File: src/rtl/tc_status_pkg.sv
// Register offsets, field positions and reset values of the timer channel
package tc_status_pkg;
    localparam logic [7:0] OFF_CAPTURE_A  = 8'h14;
    localparam logic [7:0] OFF_CAPTURE_B  = 8'h18;
    localparam logic [7:0] OFF_LIMIT_C    = 8'h1C;
    localparam logic [7:0] OFF_EVENTS     = 8'h20;
    localparam logic [7:0] OFF_IRQ_SET    = 8'h24;
    localparam logic [7:0] OFF_IRQ_CLEAR  = 8'h28;
    localparam logic [7:0] OFF_IRQ_VIEW   = 8'h2C;
    localparam logic [7:0] OFF_MODE       = 8'h04;
    localparam int BIT_OVERFLOW   = 0;
    localparam int BIT_OVERRUN    = 1;
    localparam int BIT_CMP_A      = 2;
    localparam int BIT_CMP_B      = 3;
    localparam int BIT_CMP_C      = 4;
    localparam int BIT_LOAD_A     = 5;
    localparam int BIT_LOAD_B     = 6;
    localparam int BIT_TRIGGER    = 7;
    localparam int BIT_CLOCK_ON   = 16;
    localparam int BIT_LINE_A     = 17;
    localparam int BIT_LINE_B     = 18;
    localparam int EVENT_COUNT    = 8;
    localparam logic [15:0] VALUE_RESET = 16'h0000;
    localparam logic [7:0]  EVENT_RESET = 8'h00;
    localparam logic        MODE_CAPTURE = 1'b0;
    localparam logic        MODE_WAVE    = 1'b1;
endpackage : tc_status_pkg

File: src/rtl/tc_channel_status.sv
// Timer channel status, compare values and interrupt mask logic
//
// Behaviour
// - Register B is read-only in capture mode, writable in waveform mode.
// - Register C is read/write, 16 bits, always readable live.
// - Overflow flag bit 0 sets on overflow, clears on status read.
// - Capture mode: bit 1 sets when A or B loaded twice unread.
// - Waveform mode: bits 2 and 3 set on A and B compare.
// - Bit 4 sets on C compare in any mode, clears on read.
// - Capture mode: bits 5 and 6 set on A and B loads.
// - Bit 7 sets on external trigger, clears on status read.
// - Status bit 16 shows live counter clock enable.
// - Bits 17 and 18 mirror line A and B pin levels in capture mode, drive levels in waveform mode.
// - Writing ones to enable register enables those interrupts.
// - Writing ones to disable register disables those interrupts.
// - Mask register shows which event interrupts are enabled.
// - Mode bit zero is capture mode, one is waveform mode.
//
// Strobed register access was left to the implementer.
`timescale 1ns/100ps
module tc_channel_status #(
    parameter int VALUE_W = 16
) (
    input  wire logic               CLK_IN,
    input  wire logic               RST_B_IN,
    input  wire logic [7:0]         ADDR_IN,
    input  wire logic [31:0]        WDATA_IN,
    input  wire logic               WR_IN,
    input  wire logic               RD_IN,
    output logic      [31:0]        RDATA_OUT,
    input  wire logic               OVERFLOW_IN,
    input  wire logic               CMP_A_IN,
    input  wire logic               CMP_B_IN,
    input  wire logic               CMP_C_IN,
    input  wire logic               LOAD_A_IN,
    input  wire logic               LOAD_B_IN,
    input  wire logic [VALUE_W-1:0] CAPTURE_VALUE_IN,
    input  wire logic               TRIGGER_IN,
    input  wire logic               CLOCK_ON_IN,
    input  wire logic               LINE_A_PIN_IN,
    input  wire logic               LINE_B_PIN_IN,
    input  wire logic               LINE_A_DRIVE_IN,
    input  wire logic               LINE_B_DRIVE_IN,
    output logic                    WAVE_MODE_OUT,
    output logic      [VALUE_W-1:0] VALUE_A_OUT,
    output logic      [VALUE_W-1:0] VALUE_B_OUT,
    output logic      [VALUE_W-1:0] VALUE_C_OUT,
    output logic                    IRQ_OUT
);
    localparam int EC = tc_status_pkg::EVENT_COUNT;

    logic rst_meta_q;
    logic rst_b_q;
    always_ff @(posedge CLK_IN or negedge RST_B_IN) begin
        if (!RST_B_IN) begin
            rst_meta_q <= 1'b0;
            rst_b_q    <= 1'b0;
        end else begin
            rst_meta_q <= 1'b1;
            rst_b_q    <= rst_meta_q;
        end
    end

    // Pin levels cross into the clock domain before the status mirror
    logic line_a_sync;
    logic line_b_sync;
    tc_sync2 u_sync_a (
        .clk_in   (CLK_IN),
        .rst_b_in (rst_b_q),
        .d_in     (LINE_A_PIN_IN),
        .q_out    (line_a_sync)
    );
    tc_sync2 u_sync_b (
        .clk_in   (CLK_IN),
        .rst_b_in (rst_b_q),
        .d_in     (LINE_B_PIN_IN),
        .q_out    (line_b_sync)
    );

    logic               wave_q;
    logic               wave_d;
    logic [VALUE_W-1:0] val_a_q;
    logic [VALUE_W-1:0] val_a_d;
    logic [VALUE_W-1:0] val_b_q;
    logic [VALUE_W-1:0] val_b_d;
    logic [VALUE_W-1:0] val_c_q;
    logic [VALUE_W-1:0] val_c_d;
    logic [EC-1:0]      mask_q;
    logic [EC-1:0]      mask_d;
    logic               unread_a_q;
    logic               unread_a_d;
    logic               unread_b_q;
    logic               unread_b_d;
    logic [31:0]        rdata_d;
    logic               irq_d;
    logic [EC-1:0]      flags;
    logic [EC-1:0]      set_ev;
    logic [EC-1:0]      allow_ev;
    logic               wr_mode;
    logic               wr_a;
    logic               wr_b;
    logic               wr_c;
    logic               rd_status;
    logic               rd_a;
    logic               rd_b;
    logic               capture;
    logic               overrun_ev;

    assign capture   = (wave_q == tc_status_pkg::MODE_CAPTURE);
    assign wr_mode   = WR_IN && ADDR_IN == tc_status_pkg::OFF_MODE;
    assign wr_a      = WR_IN && ADDR_IN == tc_status_pkg::OFF_CAPTURE_A;
    assign wr_b      = WR_IN && ADDR_IN == tc_status_pkg::OFF_CAPTURE_B;
    assign wr_c      = WR_IN && ADDR_IN == tc_status_pkg::OFF_LIMIT_C;
    assign rd_status = RD_IN && ADDR_IN == tc_status_pkg::OFF_EVENTS;
    assign rd_a      = RD_IN && ADDR_IN == tc_status_pkg::OFF_CAPTURE_A;
    assign rd_b      = RD_IN && ADDR_IN == tc_status_pkg::OFF_CAPTURE_B;

    // A second load while the previous one is still unread is an overrun
    assign overrun_ev = (LOAD_A_IN && unread_a_q && !rd_a)
                     || (LOAD_B_IN && unread_b_q && !rd_b);

    always_comb begin
        set_ev   = '0;
        allow_ev = '1;
        set_ev[tc_status_pkg::BIT_OVERFLOW] = OVERFLOW_IN;
        set_ev[tc_status_pkg::BIT_OVERRUN]  = overrun_ev;
        set_ev[tc_status_pkg::BIT_CMP_A]    = CMP_A_IN;
        set_ev[tc_status_pkg::BIT_CMP_B]    = CMP_B_IN;
        set_ev[tc_status_pkg::BIT_CMP_C]    = CMP_C_IN;
        set_ev[tc_status_pkg::BIT_LOAD_A]   = LOAD_A_IN;
        set_ev[tc_status_pkg::BIT_LOAD_B]   = LOAD_B_IN;
        set_ev[tc_status_pkg::BIT_TRIGGER]  = TRIGGER_IN;
        allow_ev[tc_status_pkg::BIT_OVERRUN] = capture;
        allow_ev[tc_status_pkg::BIT_CMP_A]   = !capture;
        allow_ev[tc_status_pkg::BIT_CMP_B]   = !capture;
        allow_ev[tc_status_pkg::BIT_LOAD_A]  = capture;
        allow_ev[tc_status_pkg::BIT_LOAD_B]  = capture;
    end

    // Set wins over the read-clear so no event is lost
    for (genvar i = 0; i < EC; i++) begin : g_flag
        tc_event_flag u_flag (
            .clk_in   (CLK_IN),
            .rst_b_in (rst_b_q),
            .allow_in (allow_ev[i]),
            .set_in   (set_ev[i]),
            .clear_in (rd_status),
            .flag_out (flags[i])
        );
    end

    always_comb begin
        wave_d     = wave_q;
        val_a_d    = val_a_q;
        val_b_d    = val_b_q;
        val_c_d    = val_c_q;
        mask_d     = mask_q;
        unread_a_d = unread_a_q;
        unread_b_d = unread_b_q;
        if (wr_mode) begin
            wave_d = WDATA_IN[15];
        end
        if (rd_a) begin
            unread_a_d = 1'b0;
        end
        if (rd_b) begin
            unread_b_d = 1'b0;
        end
        if (capture) begin
            if (LOAD_A_IN) begin
                val_a_d    = CAPTURE_VALUE_IN;
                unread_a_d = 1'b1;
            end
            if (LOAD_B_IN) begin
                val_b_d    = CAPTURE_VALUE_IN;
                unread_b_d = 1'b1;
            end
        end else begin
            unread_a_d = 1'b0;
            unread_b_d = 1'b0;
            if (wr_a) begin
                val_a_d = WDATA_IN[VALUE_W-1:0];
            end
            if (wr_b) begin
                val_b_d = WDATA_IN[VALUE_W-1:0];
            end
        end
        if (wr_c) begin
            val_c_d = WDATA_IN[VALUE_W-1:0];
        end
        if (WR_IN && ADDR_IN == tc_status_pkg::OFF_IRQ_SET) begin
            mask_d = mask_q | WDATA_IN[EC-1:0];
        end
        if (WR_IN && ADDR_IN == tc_status_pkg::OFF_IRQ_CLEAR) begin
            mask_d = mask_q & ~WDATA_IN[EC-1:0];
        end
    end

    always_comb begin
        rdata_d = 32'h0000_0000;
        if (RD_IN) begin
            case (ADDR_IN)
                tc_status_pkg::OFF_MODE: begin
                    rdata_d[15] = wave_q;
                end
                tc_status_pkg::OFF_CAPTURE_A: begin
                    rdata_d[VALUE_W-1:0] = val_a_q;
                end
                tc_status_pkg::OFF_CAPTURE_B: begin
                    rdata_d[VALUE_W-1:0] = val_b_q;
                end
                tc_status_pkg::OFF_LIMIT_C: begin
                    rdata_d[VALUE_W-1:0] = val_c_q;
                end
                tc_status_pkg::OFF_EVENTS: begin
                    // Gated here too, so a flag of the other mode reads
                    // zero even in the cycle right after a mode change
                    rdata_d[EC-1:0] = flags & allow_ev;
                    rdata_d[tc_status_pkg::BIT_CLOCK_ON] = CLOCK_ON_IN;
                    rdata_d[tc_status_pkg::BIT_LINE_A] =
                        capture ? line_a_sync : LINE_A_DRIVE_IN;
                    rdata_d[tc_status_pkg::BIT_LINE_B] =
                        capture ? line_b_sync : LINE_B_DRIVE_IN;
                end
                tc_status_pkg::OFF_IRQ_VIEW: begin
                    rdata_d[EC-1:0] = mask_q;
                end
                default: begin
                    rdata_d = 32'h0000_0000;
                end
            endcase
        end
    end

    // Registered so the pin comes from a flop; it lags the flags one cycle
    assign irq_d = |(flags & allow_ev & mask_q);

    always_ff @(posedge CLK_IN or negedge rst_b_q) begin
        if (!rst_b_q) begin
            wave_q     <= tc_status_pkg::MODE_CAPTURE;
            val_a_q    <= tc_status_pkg::VALUE_RESET;
            val_b_q    <= tc_status_pkg::VALUE_RESET;
            val_c_q    <= tc_status_pkg::VALUE_RESET;
            mask_q     <= tc_status_pkg::EVENT_RESET;
            unread_a_q <= 1'b0;
            unread_b_q <= 1'b0;
            RDATA_OUT  <= 32'h0000_0000;
            IRQ_OUT    <= 1'b0;
        end else begin
            wave_q     <= wave_d;
            val_a_q    <= val_a_d;
            val_b_q    <= val_b_d;
            val_c_q    <= val_c_d;
            mask_q     <= mask_d;
            unread_a_q <= unread_a_d;
            unread_b_q <= unread_b_d;
            RDATA_OUT  <= rdata_d;
            IRQ_OUT    <= irq_d;
        end
    end

    assign WAVE_MODE_OUT = wave_q;
    assign VALUE_A_OUT   = val_a_q;
    assign VALUE_B_OUT   = val_b_q;
    assign VALUE_C_OUT   = val_c_q;
endmodule : tc_channel_status

File: src/rtl/tc_sync2.sv
// Two flip-flop level synchroniser
`timescale 1ns/100ps
module tc_sync2 (
    input  wire logic clk_in,
    input  wire logic rst_b_in,
    input  wire logic d_in,
    output logic      q_out
);
    logic meta_q;
    always_ff @(posedge clk_in or negedge rst_b_in) begin
        if (!rst_b_in) begin
            meta_q <= 1'b0;
            q_out  <= 1'b0;
        end else begin
            meta_q <= d_in;
            q_out  <= meta_q;
        end
    end
endmodule : tc_sync2

File: src/rtl/tc_event_flag.sv
// One sticky event flag: set wins over read-clear, gated by mode
`timescale 1ns/100ps
module tc_event_flag (
    input  wire logic clk_in,
    input  wire logic rst_b_in,
    input  wire logic allow_in,
    input  wire logic set_in,
    input  wire logic clear_in,
    output logic      flag_out
);
    logic flag_d;
    always_comb begin
        flag_d = flag_out;
        if (clear_in) begin
            flag_d = 1'b0;
        end
        if (set_in && allow_in) begin
            flag_d = 1'b1;
        end
        if (!allow_in) begin
            flag_d = 1'b0;
        end
    end
    always_ff @(posedge clk_in or negedge rst_b_in) begin
        if (!rst_b_in) begin
            flag_out <= 1'b0;
        end else begin
            flag_out <= flag_d;
        end
    end
endmodule : tc_event_flag

File: config.mk
export PLATFORM = sky130hd
export DESIGN_NAME = tc_channel_status
export DESIGN_NICKNAME = d
export VERILOG_FILES = /design/src/rtl/tc_status_pkg.sv /design/src/rtl/tc_channel_status.sv /design/src/rtl/tc_sync2.sv /design/src/rtl/tc_event_flag.sv
export SDC_FILE = /design/constraint.sdc
export NUM_CORES = 1
export LEC_CHECK = 0
export BUFFER_PORTS_ARGS = -buffer_cell sky130_fd_sc_hd__buf_2
export CAP_MARGIN = 20
export CORE_MARGIN = 8
export CORE_UTILIZATION = 41
export DETAILED_ROUTE_END_ITERATION = 7
export PLACE_DENSITY = 0.68
export SYNTH_ARGS = -nofsm -noshare
export SYNTH_HDL_FRONTEND = slang
export SYNTH_SLANG_ARGS = --single-unit
File: constraint.sdc
create_clock -name CLK_IN -period 7.9 [get_ports CLK_IN]
set_input_delay 1.185 -clock CLK_IN [delete_from_list [all_inputs] [get_ports CLK_IN]]
set_output_delay 1.185 -clock CLK_IN [all_outputs]
set_load 0.01 [all_outputs]
; ---- Yosys cells after proc, flatten, opt, wreduce, memory -nomap -nowiden
; Index checks and enable logic that the tools add are counted.
[word_totals]
register_bits = 106
word_cells = 111
in_bits = 72
out_inout_bits = 82
[op_classes]
bitwise = 6
mux = 35
reduce_logical = 35
n_eq_ne = 12
[ops]
columns = op, n
row1 = $mux W16, 6
row2 = $pmux W8 S5, 1
row3 = $eq A8 B6 Y1 const B, 4
row4 = $and A8 B8 Y8, 3
row5 = $eq A8 B5 Y1 const B, 3
row6 = $mux W1, 22
row7 = $pmux W7 S3, 1
row8 = $mux W19, 1
row9 = $logic_and A1 B1 Y1, 18
row10 = $mux W8, 2
row11 = $reduce_bool A3 Y1, 5
row12 = $reduce_bool A2 Y1, 6
row13 = $eq A8 B3 Y1 const B, 1
row14 = $not A8 Y8, 1
row15 = $or A8 B8 Y8, 1
row16 = $reduce_or A8 Y1, 1
row17 = $ne A3 B1 Y1 const B, 2
row18 = $ne A2 B1 Y1 const B, 2
row19 = $pmux W1 S4, 1
row20 = $reduce_and A2 Y1, 2
row21 = $mux W3, 1
row22 = $logic_not A1 Y1, 2
row23 = $logic_or A1 B1 Y1, 1
row24 = $not A1 Y1, 1

; ---- Longest topological paths before layout
; Gate-level depths: netlist of the first run.
[depth]
ltp_word = 8
ltp_mapped = 7
ltp_nobuf = 4

; ---- By module
; From an unflattened synthesis of the first run, not the netlist that was laid out.
[hier_totals]
hier_cells = 377
hier_area_um2 = 4330.4
[modules_own_cells]
columns = mod, cells_per_inst, seq_area_each_um2, n_inst, area_per_inst_um2
row1 = tc_channel_status, 349, 2026.9, 1, 3860.0
row2 = tc_event_flag, 3, 25.0, 8, 46.3
row3 = tc_sync2, 2, 50.0, 2, 50.0

; ---- Least setup slack after synthesis of the first run
; Ideal clock, no wire load.
[synth_path]
kind = input port to flip-flop
start = input port ADDR_IN[1]
end = register val_c_q[10] (netlist: VALUE_C_OUT[10])
cell_stages = 6
n_path_buf = 2
t_arrival_ns = 2.581
setup_slack_ns = 5.194
cell_sequence = nor2_2 nand3_1 or3_1 buf_6 buf_12 mux2_4
[synth_between]
elab_chain_len = 2
[synth_rtl]
columns = item, line_no
row1 = start: declaration, tc_channel_status.sv:26  ; input wire logic [7:0] ADDR_IN,
row2 = $eq A8 B5 Y1, tc_channel_status.sv:113  ; assign wr_c = WR_IN && ADDR_IN == tc_status_pkg::OFF_LIMIT_C;
row3 = $logic_and A1 B1 Y1, tc_channel_status.sv:113
row4 = end signal: assignment, tc_channel_status.sv:243  ; val_c_q <= tc_status_pkg::VALUE_RESET;
row5 = end signal: assignment, tc_channel_status.sv:253  ; val_c_q <= val_c_d;
row6 = end: declaration, tc_channel_status.sv:86  ; logic [VALUE_W-1:0] val_c_q;
; No other way between the ends.
; A chain may end at the register's enable or synchronous reset.

; ---- Final worst setup path of the first run
[layout_path]
start = input port ADDR_IN[3]
end = register val_b_q[10] (netlist: VALUE_B_OUT[10])
[layout_between]
elab_chain_len = 4
[layout_rtl]
columns = item, line_no
row1 = $eq A8 B5 Y1, tc_channel_status.sv:112  ; assign wr_b = WR_IN && ADDR_IN == tc_status_pkg::OFF_CAPTURE_B;
row2 = $logic_and A1 B1 Y1, tc_channel_status.sv:112
row3 = $ne A2 B1 Y1 (no source line), n/a
row4 = $reduce_and A2 Y1 (no source line), n/a
row5 = end signal: assignment, tc_channel_status.sv:242  ; val_b_q <= tc_status_pkg::VALUE_RESET;
row6 = end signal: assignment, tc_channel_status.sv:252  ; val_b_q <= val_b_d;
row7 = end: declaration, tc_channel_status.sv:84  ; logic [VALUE_W-1:0] val_b_q;
; No other way between the ends.

==> results of run 1 <==
[worst paths after layout]
check                                startpoint              end  depth (start not counted)
worst max-delay path                 ADDR_IN[3]  VALUE_B_OUT[10]                          5
worst min-delay path                    rst_b_q   VALUE_A_OUT[7]                          1
worst max register to register    WAVE_MODE_OUT  VALUE_B_OUT[13]                          4
worst min register to register          rst_b_q   VALUE_A_OUT[7]                          1
max in group asynchronous               rst_b_q     RDATA_OUT[4]                          2
min in group CLK_IN             u_sync_b.meta_q   u_sync_b.q_out                          0
[Yosys cell counts (2+ instances only)]
library cell	n	share of area [%]
dfrtp_1	93	53
mux2_2	48	12
a21oi_1	25	2.9
mux2_4	20	6.9
nor2_1	17	1.5
buf_4	14	2.4
a22oi_1	10	1.7
a222oi_1	9	2.1
nand2_1	8	0.69
clkbuf_1	7	0.60
nor3_1	7	0.80
a32oi_1	6	1.2
nand3_1	6	0.69
buf_6	5	1.3
o22a_2	5	1.1
a21o_1	4	0.69
and3_1	4	0.57
inv_1	4	0.34
mux2_1	3	0.77
mux2i_1	3	0.69
nor2b_1	3	0.43
a211oi_1	2	0.34
a31oi_4	2	0.97
conb_1	2	0.17
nor4b_1	2	0.40
nor4b_4	2	1.1
o21ai_0	2	0.23
or3_1	2	0.29
or3_2	2	0.34
[area by class of cell]
class                           count  area (um2)  area share, %
Inverter                            4       15.01         0.2869
Sequential cell                    93        2331          44.54
Timing Repair Buffer              127       663.1          12.67
Clock buffer                       13       138.9          2.654
Tap cell                          136       170.2          3.251
Multi-Input combinational cell    220        1856          35.45
Clock inverter                      2       60.06          1.148
[registers in the layout (all words and copies together), names as in the netlist, named ones only]
name                    count
u_sync_b.meta_q             1
unread_b_q                  1
VALUE_B_OUT                16
WAVE_MODE_OUT               1
unread_a_q                  1
rst_b_q                     1
u_sync_a.meta_q             1
VALUE_C_OUT                16
VALUE_A_OUT                16
g_flag.u_flag.flag_out      8
rst_meta_q                  1
RDATA_OUT                  19
u_sync_a.q_out              1
u_sync_b.q_out              1
IRQ_OUT                     1
[layer usage]
layer	wire length, um	up-vias
li1	-	1469
met1	5515	1622
met2	5782	132
met3	744	13
met4	147	0
met5	0	-
[cell families after synthesis]
| logic type | synth area share, % |
|---|---|
| AO/OA/AOI/OAI | 12.43 |
| buffers and inverters | 5.298 |
| flip-flops | 53.26 |
| multiplexers | 20.70 |
| other | 0.1719 |
| AND/OR/NAND/NOR | 8.133 |
[through the flow]
stage               power, mW  cell area (um2)  setup WS, ps  hold WS, ps
detailed placement     0.9441             5007          4124        336.5
finish                  1.270             5234          4487        315.0
global route            1.330             5234          4448        350.3
CTS                     1.280             5206          4499        347.3
floorplan              0.7994             4414          5118        331.2
global placement       0.9333             5007          4144        332.3
[report_power, final]
part / leakage, nW / internal (mW) / switching (mW)
Sequential: 1.19 / 0.558 / 0.0693
Clock: 0.0977 / 0.178 / 0.159
Combinational: 1.28 / 0.158 / 0.149
Total: 2.56 / 0.893 / 0.377
==> summary.md, run 1 <==
| Metric | Value |
|---|---|
| Number of distinct library cells after synthesis | 46 |
| Boundary pin count | between 150 and 200 |
| Cts repair resizes | 0 |
| Worst path bufs/invs | 1 |
| Inserted Diodes | 0 |
| Placer congestion estimate | about 0.86 |
| Hold crit path type | register to async pin |
| Minimum clock period | 3413 ps |
| CP Capture Type | register |
| Synth Warn # | 0 |
| Startpoint Class | primary input |
| DRT Pass-1 Iters | 5 |
| DR vias/cell | roughly 5.4 |
| Prevailing post-synth register cell | dfrtp_1 |
| Post-DP HPWL | just under 9000 um |
| Final Hold Viols | 0 |
| Largest net degree at the start of global routing | 92 |
| Max_cap viols | 0 |
| Number of global-route vias before repair | between 3000 and 4000 |
| Setup violations, final | 0 |
| Avg WL per Cell | between 20 and 25 um |
| GR met3 Demand/Resource | about 4.3% |
| Mapped Cells | around 330 |
| Most frequent cells in the layout | buf_2 (124), dfrtp_1 (92), mux2_2 (48) |
| CTS tree | built |
| Nets@finish | 527 |
| PwrDens | approximately 240 nW/um2 |
| Antenna Violating Nets Remaining | 0 |
| Gr ovfl total | 0 |
| Initial antenna violation count | 0 |
| GRT met2 Usage | between 20% and 30% |
| Core box area | 10320 um2 |
| Post-synthesis sequential area ratio | 53.26% |
| Floorplan row count | 37 |
| Clock network latency to the later pin of the worst-skew pair | roughly 360 ps |
| CP arrival | around 3600 ps |
| Layout fillers | around 950 |
| Final WL | around 12000 um |
| Ratio of cells with drive above 1 in the final layout | between 40% and 50% |
| Period utilization | approximately 43% |
| Die width | approximately 120 um |
| Slowest cell delay on critical path | approximately 630 ps |
| Worst slew margin | ~28% |
| Setup TNS Final | 0 ps |
| Crit path required time | between 8000 and 9000 ps |
| Finished Core Util | 50.70% |
| Iter 0 DRT Violations | 240 |
| CP max stage cell | nor2b_1 |
| First-pass GRT wire length | between 15000 and 20000 um |
| GR Util All Layers | 17.08% |
| Global route hottest layer | met2 |
| Initial Util | 42.32% |
| CP Class | primary input to register |
| Placed Instances | ~580 |
| Die area | 14220 um2 |
| Post-synth EDFFs | 0 |
| Post-synthesis area per instance | around 13 um2 |
| CTS clk-pin slew, worst paths | 90 ps |
| CTS max path bufs | 2 |
| Die H | 119.2 um |
| # DRC | 0 |
| Asr flop ratio synth | 100.0% |
| Crit path max fanout | 17 |
| Synth-to-Final Area Change | 19.79% |
| CTS H-Tree Depth | 3 |
| Fin cells | 595 |
| Actual slew at the worst max-slew pin | around 1100 ps |
| Cts hold-fix bufs | 0 |
| Postcts setup bufs | 0 |
| PortBufs | ~120 |
| CTS buffer count | 9 |
| Final Skew | ~17 ps |
| Routing usage on met1 | between 20% and 30% |
| Number of vias in the routed layout | between 3000 and 4000 |
| # clock sinks | 93 |
| Max-slew violation count | 0 |
| Unrepaired setup endpoints after global routing | false |
| Status | finished clean |
| Cell area after synthesis | between 4000 and 5000 um2 |
| Clock Tree Root | clkbuf_8 |
| Leak | approximately 2.6 nW |
| R2R Setup Slk | about 5500 ps |
| Commonest non-fill, non-tap cell in the layout | buf_2 |
| CP top delay family | simple AND/OR/NAND/NOR gates |
| Fmax achieved | a little under 0.3 GHz |
| Seq cells post-synth | 93 |
| Max VDD drop | approximately 130 uV |
| Crit-path cells | buf_2, nor2b_1, and3_1, a31oi_4, mux2_4 |
(Power assumes the default switching activity.)
==> run 2, diff against run 1 <==
PLACE_DENSITY = 0.7   (was 0.68)
clock period = 2.95 ns   (was 7.9 ns; I/O delays follow)
==> run 2 against run 1 <==
- via count up 0.34%
- first-iteration DRC count up 1.3%
- combinational power rose to 2.7 times the previous value
- die area unchanged
- utilization up 0.16 points
- clock power up 130%
- sequential share of layout area down 0.14 points
- worst setup slack worse by 3500 ps
- flip-flop and latch count unchanged
- critical path depth unchanged
- critical path type unchanged
- largest power group unchanged
==> summary.md, run 2 (synthesized netlist as in run 1, its figures left out) <==
| Metric | Value |
|---|---|
| Status | finished clean (unchanged) |
| Period utilization | around two thirds |
| Die width | 119.2 um (unchanged) |
| CP max stage cell | nor4b_1 (was nor2b_1) |
| # DRC | 0 (unchanged) |
| Final Hold Viols | 0 (unchanged) |
| Startpoint Class | primary input (unchanged) |
| # clock sinks | 93 (unchanged) |
| Nets@finish | 534 (was 527) |
| CTS max path bufs | 2 (unchanged) |
| Crit path max fanout | 16 (was 17) |
| Placer congestion estimate | 0.8895 (was 0.8634) |
| Storage element area | 2331 um2 (unchanged) |
| Layout fillers | 931 (was 952) |
| Reg2reg start | WAVE_MODE_OUT (unchanged) |
| Max reg flops | 19 (unchanged) |
| Minimum clock period | roughly 2000 ps |
| Slowest cell delay on critical path | 520 ps (was 630 ps) |
| Cts hold-fix bufs | 1 (was 0) |
| Iter 0 DRT Violations | 243 (was 240) |
| Max-slew violation count | 0 (unchanged) |
| Setup TNS Final | 0 ps (unchanged) |
| Antenna Violating Nets Remaining | 0 (unchanged) |
| Ratio of cells with drive above 1 in the final layout | 49.68% (was 48.58%) |
| Most frequent cells in the layout | buf_2 (124), dfrtp_1 (92), mux2_2 (48) (unchanged) |
| CTS clk-pin slew, worst paths | 100 ps (was 90 ps) |
| Clock Tree Root | clkbuf_8 (unchanged) |
| PortBufs | 124 (unchanged) |
| CP Capture Type | register (unchanged) |
| CTS tree | built (unchanged) |
| Largest net degree at the start of global routing | 92 (unchanged) |
| Actual slew at the worst max-slew pin | 842.6 ps (was 1074 ps) |
| Number of vias in the routed layout | 3247 (was 3236) |
| Placed Instances | 586 (was 579) |
| Fin cells | 603 (was 595) |
| Worst slew margin | 43.83% (was 28.37%) |
| Commonest non-fill, non-tap cell in the layout | buf_2 (unchanged) |
| Inserted Diodes | 0 (unchanged) |
| Max VDD drop | 335.6 uV (was 130.4 uV) |
| Avg WL per Cell | 20.10 um (was 20.49 um) |
| Max_cap viols | 0 (unchanged) |
| Hold crit path type | primary input to register (was register to async pin) |
| Crit path required time | 3180 ps (was 8130 ps) |
| Crit-path cells | buf_2, nor4b_1, and2_1, a31oi_4, mux2_1 (was buf_2, nor2b_1, and3_1, a31oi_4, mux2_4) |
| Cts repair resizes | 0 (unchanged) |
| Die area | 14220 um2 (unchanged) |
| CTS buffer count | 9 (unchanged) |
| Critical hold path startpoint | LINE_A_PIN_IN |
| Clock network latency to the later pin of the worst-skew pair | 360 ps (about the same) |
| Post-DP HPWL | 8927 um (was 8875 um) |
| Synth-to-Final Area Change | 20.16% (was 19.79%) |
| Top reg by flops | RDATA_OUT (unchanged) |
| Boundary pin count | 154 (unchanged) |
| Initial Util | 42.32% (unchanged) |
| Setup crit start | ADDR_IN[2] (was ADDR_IN[3]) |
| Core box area | 10320 um2 (unchanged) |
| Unrepaired setup endpoints after global routing | false (unchanged) |
| Fmax achieved | 0.5006 GHz |
| Floorplan row count | 37 (unchanged) |
| Final WL | 12120 um (was 12190 um) |
| CP Class | primary input to register (unchanged) |
| Initial antenna violation count | 0 (unchanged) |
| Die H | 119.2 um (unchanged) |
| PwrDens | 621.8 nW/um2 (was 242.6 nW/um2) |
| Multi-input logic area | 1856 um2 (unchanged) |
| GR Util All Layers | 17.11% (was 17.08%) |
| Final Skew | 11.93 ps (was 16.51 ps) |
| CTS H-Tree Depth | 3 (unchanged) |
| Number of global-route vias before repair | 3577 (was 3395) |
| DRT Pass-1 Iters | 5 (unchanged) |
| Leak | 2.572 nW (was 2.563 nW) |
| Postcts setup bufs | 0 (unchanged) |
| DR vias/cell | 5.385 (was 5.439) |
| First-pass GRT wire length | 19440 um (was 19170 um) |
| Gr ovfl total | 0 (unchanged) |
| Post-layout power | 3.265 mW (was 1.270 mW) |
| CP arrival | 2230 ps (was 3640 ps) |
| Setup violations, final | 0 (unchanged) |
-- run 2: worst paths after layout --
| kind | cells past startpoint | to | slack [ps] |
|---|---|---|---|
| worst max register to register | 3 | VALUE_A_OUT[8] | 1070 |
| worst min-delay path | 1 | u_sync_a.meta_q | 190 |
| min in group asynchronous | 1 | VALUE_B_OUT[1] | 350 |
| worst max-delay path | 5 | VALUE_A_OUT[5] | 950 |
| max in group asynchronous | 1 | VALUE_B_OUT[7] | 2210 |
| worst min register to register | 1 | VALUE_B_OUT[1] | 350 |
-- run 2: layout make-up --
type	count	area share (%)
inverters	4	0.2860
repair buffers	134	13.54
multi-input cells	220	35.34
clock buffers	11	2.502
flip-flops and latches	93	44.40
well taps	136	3.241
clock inverters	5	0.6911
-- run 2: worst max-delay path: cells and delay by family --
family	cells	cell delay, ps
compound gates	1	290
simple gates	2	790
mux	1	410
buf+inv	1	290
-- run 2: layer usage --
layer	share of wire [%]	GRT usage, %
met1	43	21.68
met2	48	27.89
met3	7.2	3.684
met4	2.1	6.877
met5	0	0
-- run 2: where the power goes --
group	total [mW]	switching (mW)	internal, mW	leakage, nW
Clock	0.766	0.457	0.309	0.0760
Sequential	1.68	0.187	1.49	1.19
Combinational	0.818	0.394	0.424	1.31
Total	3.26	1.04	2.23	2.57
-- run 2: metrics by stage --
stage / setup slack (ps) / hold slack [ps] / util [%] / instance area (um2)
2_1_floorplan: 167.7 / 146.9 / - / 4414
3_3_place_gp: 565.0 / 227.2 / 49.13 / 5072
3_5_place_dp: 533.5 / 230.5 / 49.13 / 5072
4_1_cts: 915.2 / 178.8 / 50.85 / 5250
5_1_grt: 823.4 / 172.7 / 50.85 / 5250
6_report: 952.4 / 186.1 / 50.85 / 5250
==> run 3, diff against run 2 <==
PLACE_DENSITY = 0.68   (was 0.7)
clock period = 1.9 ns   (was 2.95 ns; I/O delays follow)
==> run 3 against run 2 <==
- combinational power up 58%
- sequential power up 56%
- flip-flop and latch count unchanged
- worst setup slack worse by 810 ps
- first-iteration DRC count down 28%
- wire length up 3.1%
- via count up 1.6%
- hold slack worse by 160 ps
- critical endpoint is now RDATA_OUT[15]
- largest power group unchanged
- highest routed layer unchanged
==> summary.md, run 3 (synthesized netlist as in run 1, its figures left out) <==
| Metric | Value |
|---|---|
| CP arrival | 2040 ps (was 2230 ps) |
| Switching Fraction | 30.93% (was 31.80%) |
| CTS tree | built (unchanged) |
| Die width | 119.2 um (unchanged) |
| Initial Util | 42.32% (unchanged) |
| Max reg flops | 19 (unchanged) |
| Avg WL per Cell | 20.16 um (was 20.10 um) |
| Unrepaired setup endpoints after global routing | false (unchanged) |
| Clock power frac | 24.9% (was 23.5%) |
| CP Class | register to register (was primary input to register) |
| Post-DP HPWL | 9352 um (was 8927 um) |
| Cts repair resizes | 0 (unchanged) |
| Final Hold Viols | 0 (unchanged) |
| Commonest non-fill, non-tap cell in the layout | buf_2 (unchanged) |
| Layout fillers | 932 (was 931) |
| DR vias/cell | 5.323 (was 5.385) |
| Die H | 119.2 um (unchanged) |
| Ratio of cells with drive above 1 in the final layout | 51.24% (was 49.68%) |
| Crit path required time | 2180 ps (was 3180 ps) |
| Finished Core Util | 52.56% (was 50.85%) |
| Storage element area | 2331 um2 (unchanged) |
| Worst slew margin | 50.05% (was 43.83%) |
| Clock Tree Root | clkbuf_8 (unchanged) |
| Final Skew | 10.62 ps (was 11.93 ps) |
| Top reg by flops | RDATA_OUT (unchanged) |
| Hold crit path type | primary input to register (unchanged) |
| Actual slew at the worst max-slew pin | 749.3 ps (was 842.6 ps) |
| CP Capture Type | register (unchanged) |
| Minimum clock period | roughly 1800 ps |
| Crit path max fanout | 13 (was 16) |
| Placed Instances | 603 (was 586) |
| Fmax achieved | about 0.57 GHz |
| Most frequent cells in the layout | buf_2 (124), dfrtp_1 (92), mux2_2 (48) (unchanged) |
| Internal power | 3.595 mW (was 2.227 mW) |
| Nets@finish | 552 (was 534) |
| Leak | 2.681 nW (was 2.572 nW) |
| Die area | 14220 um2 (unchanged) |
| Max_cap viols | 0 (unchanged) |
| Startpoint Class | register (was primary input) |
| Placed Instance Area | 5225 um2 (was 5072 um2) |
| Max-slew violation count | 0 (unchanged) |
| Final WL | 12500 um (was 12120 um) |
| Placer congestion estimate | 0.8981 (was 0.8895) |
| Max VDD drop | 521.0 uV (was 335.6 uV) |
| Core box area | 10320 um2 (unchanged) |
| Setup TNS Final | 0 ps (unchanged) |
| Antenna Violating Nets Remaining | 0 (unchanged) |
| Floorplan row count | 37 (unchanged) |
| PwrDens | 959.2 nW/um2 (was 621.8 nW/um2) |
| Switch Pwr | 1.610 mW (was 1.038 mW) |
| Iter 0 DRT Violations | 176 (was 243) |
| Period utilization | 92.71% |
| Largest net degree at the start of global routing | 40 (was 92) |
| First-pass GRT wire length | 19620 um (was 19440 um) |
| Number of global-route vias before repair | 3516 (was 3577) |
| CTS H-Tree Depth | 3 (unchanged) |
| Synth-to-Final Area Change | 24.20% (was 20.16%) |
| Setup violations, final | 0 (unchanged) |
| CTS max path bufs | 2 (unchanged) |
| # DRC | 0 (unchanged) |
| GR Util All Layers | 17.60% (was 17.11%) |
| Number of vias in the routed layout | 3300 (was 3247) |
| Boundary pin count | 154 (unchanged) |
| Status | finished clean (unchanged) |
| Gr ovfl total | 0 (unchanged) |
| Fin cells | 620 (was 603) |
| Initial antenna violation count | 0 (unchanged) |
| Inserted Diodes | 0 (unchanged) |
| Combinational share of power | 24.7% (was 25.1%) |
| Clock network latency to the later pin of the worst-skew pair | 370 ps (was 360 ps) |
| CTS buffer count | 9 (unchanged) |
| Multi-input logic area | 1856 um2 (unchanged) |
| DRT Pass-1 Iters | 5 (unchanged) |
| # clock sinks | 93 (unchanged) |
| Final hold slack | 21.43 ps (was 186.1 ps) |
| Seq pwr share | 50.4% (was 51.5%) |
| Fin area | 5426 um2 (was 5250 um2) |
| CTS clk-pin slew, worst paths | 90 ps (was 100 ps) |
| PortBufs | 124 (unchanged) |
==> run 3: worst paths after layout <==
check,slack (ps),end,cells past startpoint,start
max in group asynchronous,980,VALUE_A_OUT[12],1,rst_b_q
worst min register to register,280,VALUE_C_OUT[7],0,rst_b_q
min in group asynchronous,220,rst_b_q,2,RST_B_IN
worst min-delay path,20,u_sync_a.meta_q,1,LINE_A_PIN_IN
worst max-delay path,140,RDATA_OUT[15],4,WAVE_MODE_OUT
worst max register to register,140,RDATA_OUT[15],4,WAVE_MODE_OUT
==> run 3: power by group through the flow <==
stage / Sequential (mW) / Clock, mW / Combinational, mW
CTS: 2.62 / 1.31 / 1.31
global route: 2.67 / 1.41 / 1.39
floorplan: 2.75 / 0 / 0.573
global placement: 2.64 / 0 / 1.28
detailed placement: 2.65 / 0 / 1.30
finish: 2.62 / 1.29 / 1.29
==> run 3: what timing repair did <==
action,in CTS,in global routing
hold endpoints to repair,2,1
buffers inserted,0,0
hold buffers,1,1
setup endpoints to repair,0,0
==> run 3: cell type report <==
class                      instances  area share [%]
clock buffer                      11           2.421
clock inverter                     4          0.9223
inverter                           4          0.2767
multi-input combinational        220           34.19
sequential                        93           42.96
tap                              136           3.136
timing repair buffer             152           16.09
==> run 3: metrics by stage <==
stage | power, mW | worst slack (ps)
2_1_floorplan | 3.324 | 61.14
3_3_place_gp | 3.919 | -12.10
3_5_place_dp | 3.959 | -42.04
4_1_cts | 5.239 | 165.2
5_1_grt | 5.464 | 110.5
6_report | 5.205 | 138.5
==> run 3: worst max-delay path: stages (launching register included) <==
cell,delay (ps)
dfrtp_1,470
buf_4,300
inv_1,200
or4_1,530
a21oi_1,180
==> run 3: routing by layer <==
layer | global-route usage, % | vias up | routed length (um)
li1 | - | 1518 | -
met2 | 27.47 | 130 | 5985
met1 | 22.37 | 1638 | 5428
met4 | 5.850 | 0 | 208
met5 | 0 | - | 0
met3 | 6.046 | 14 | 879
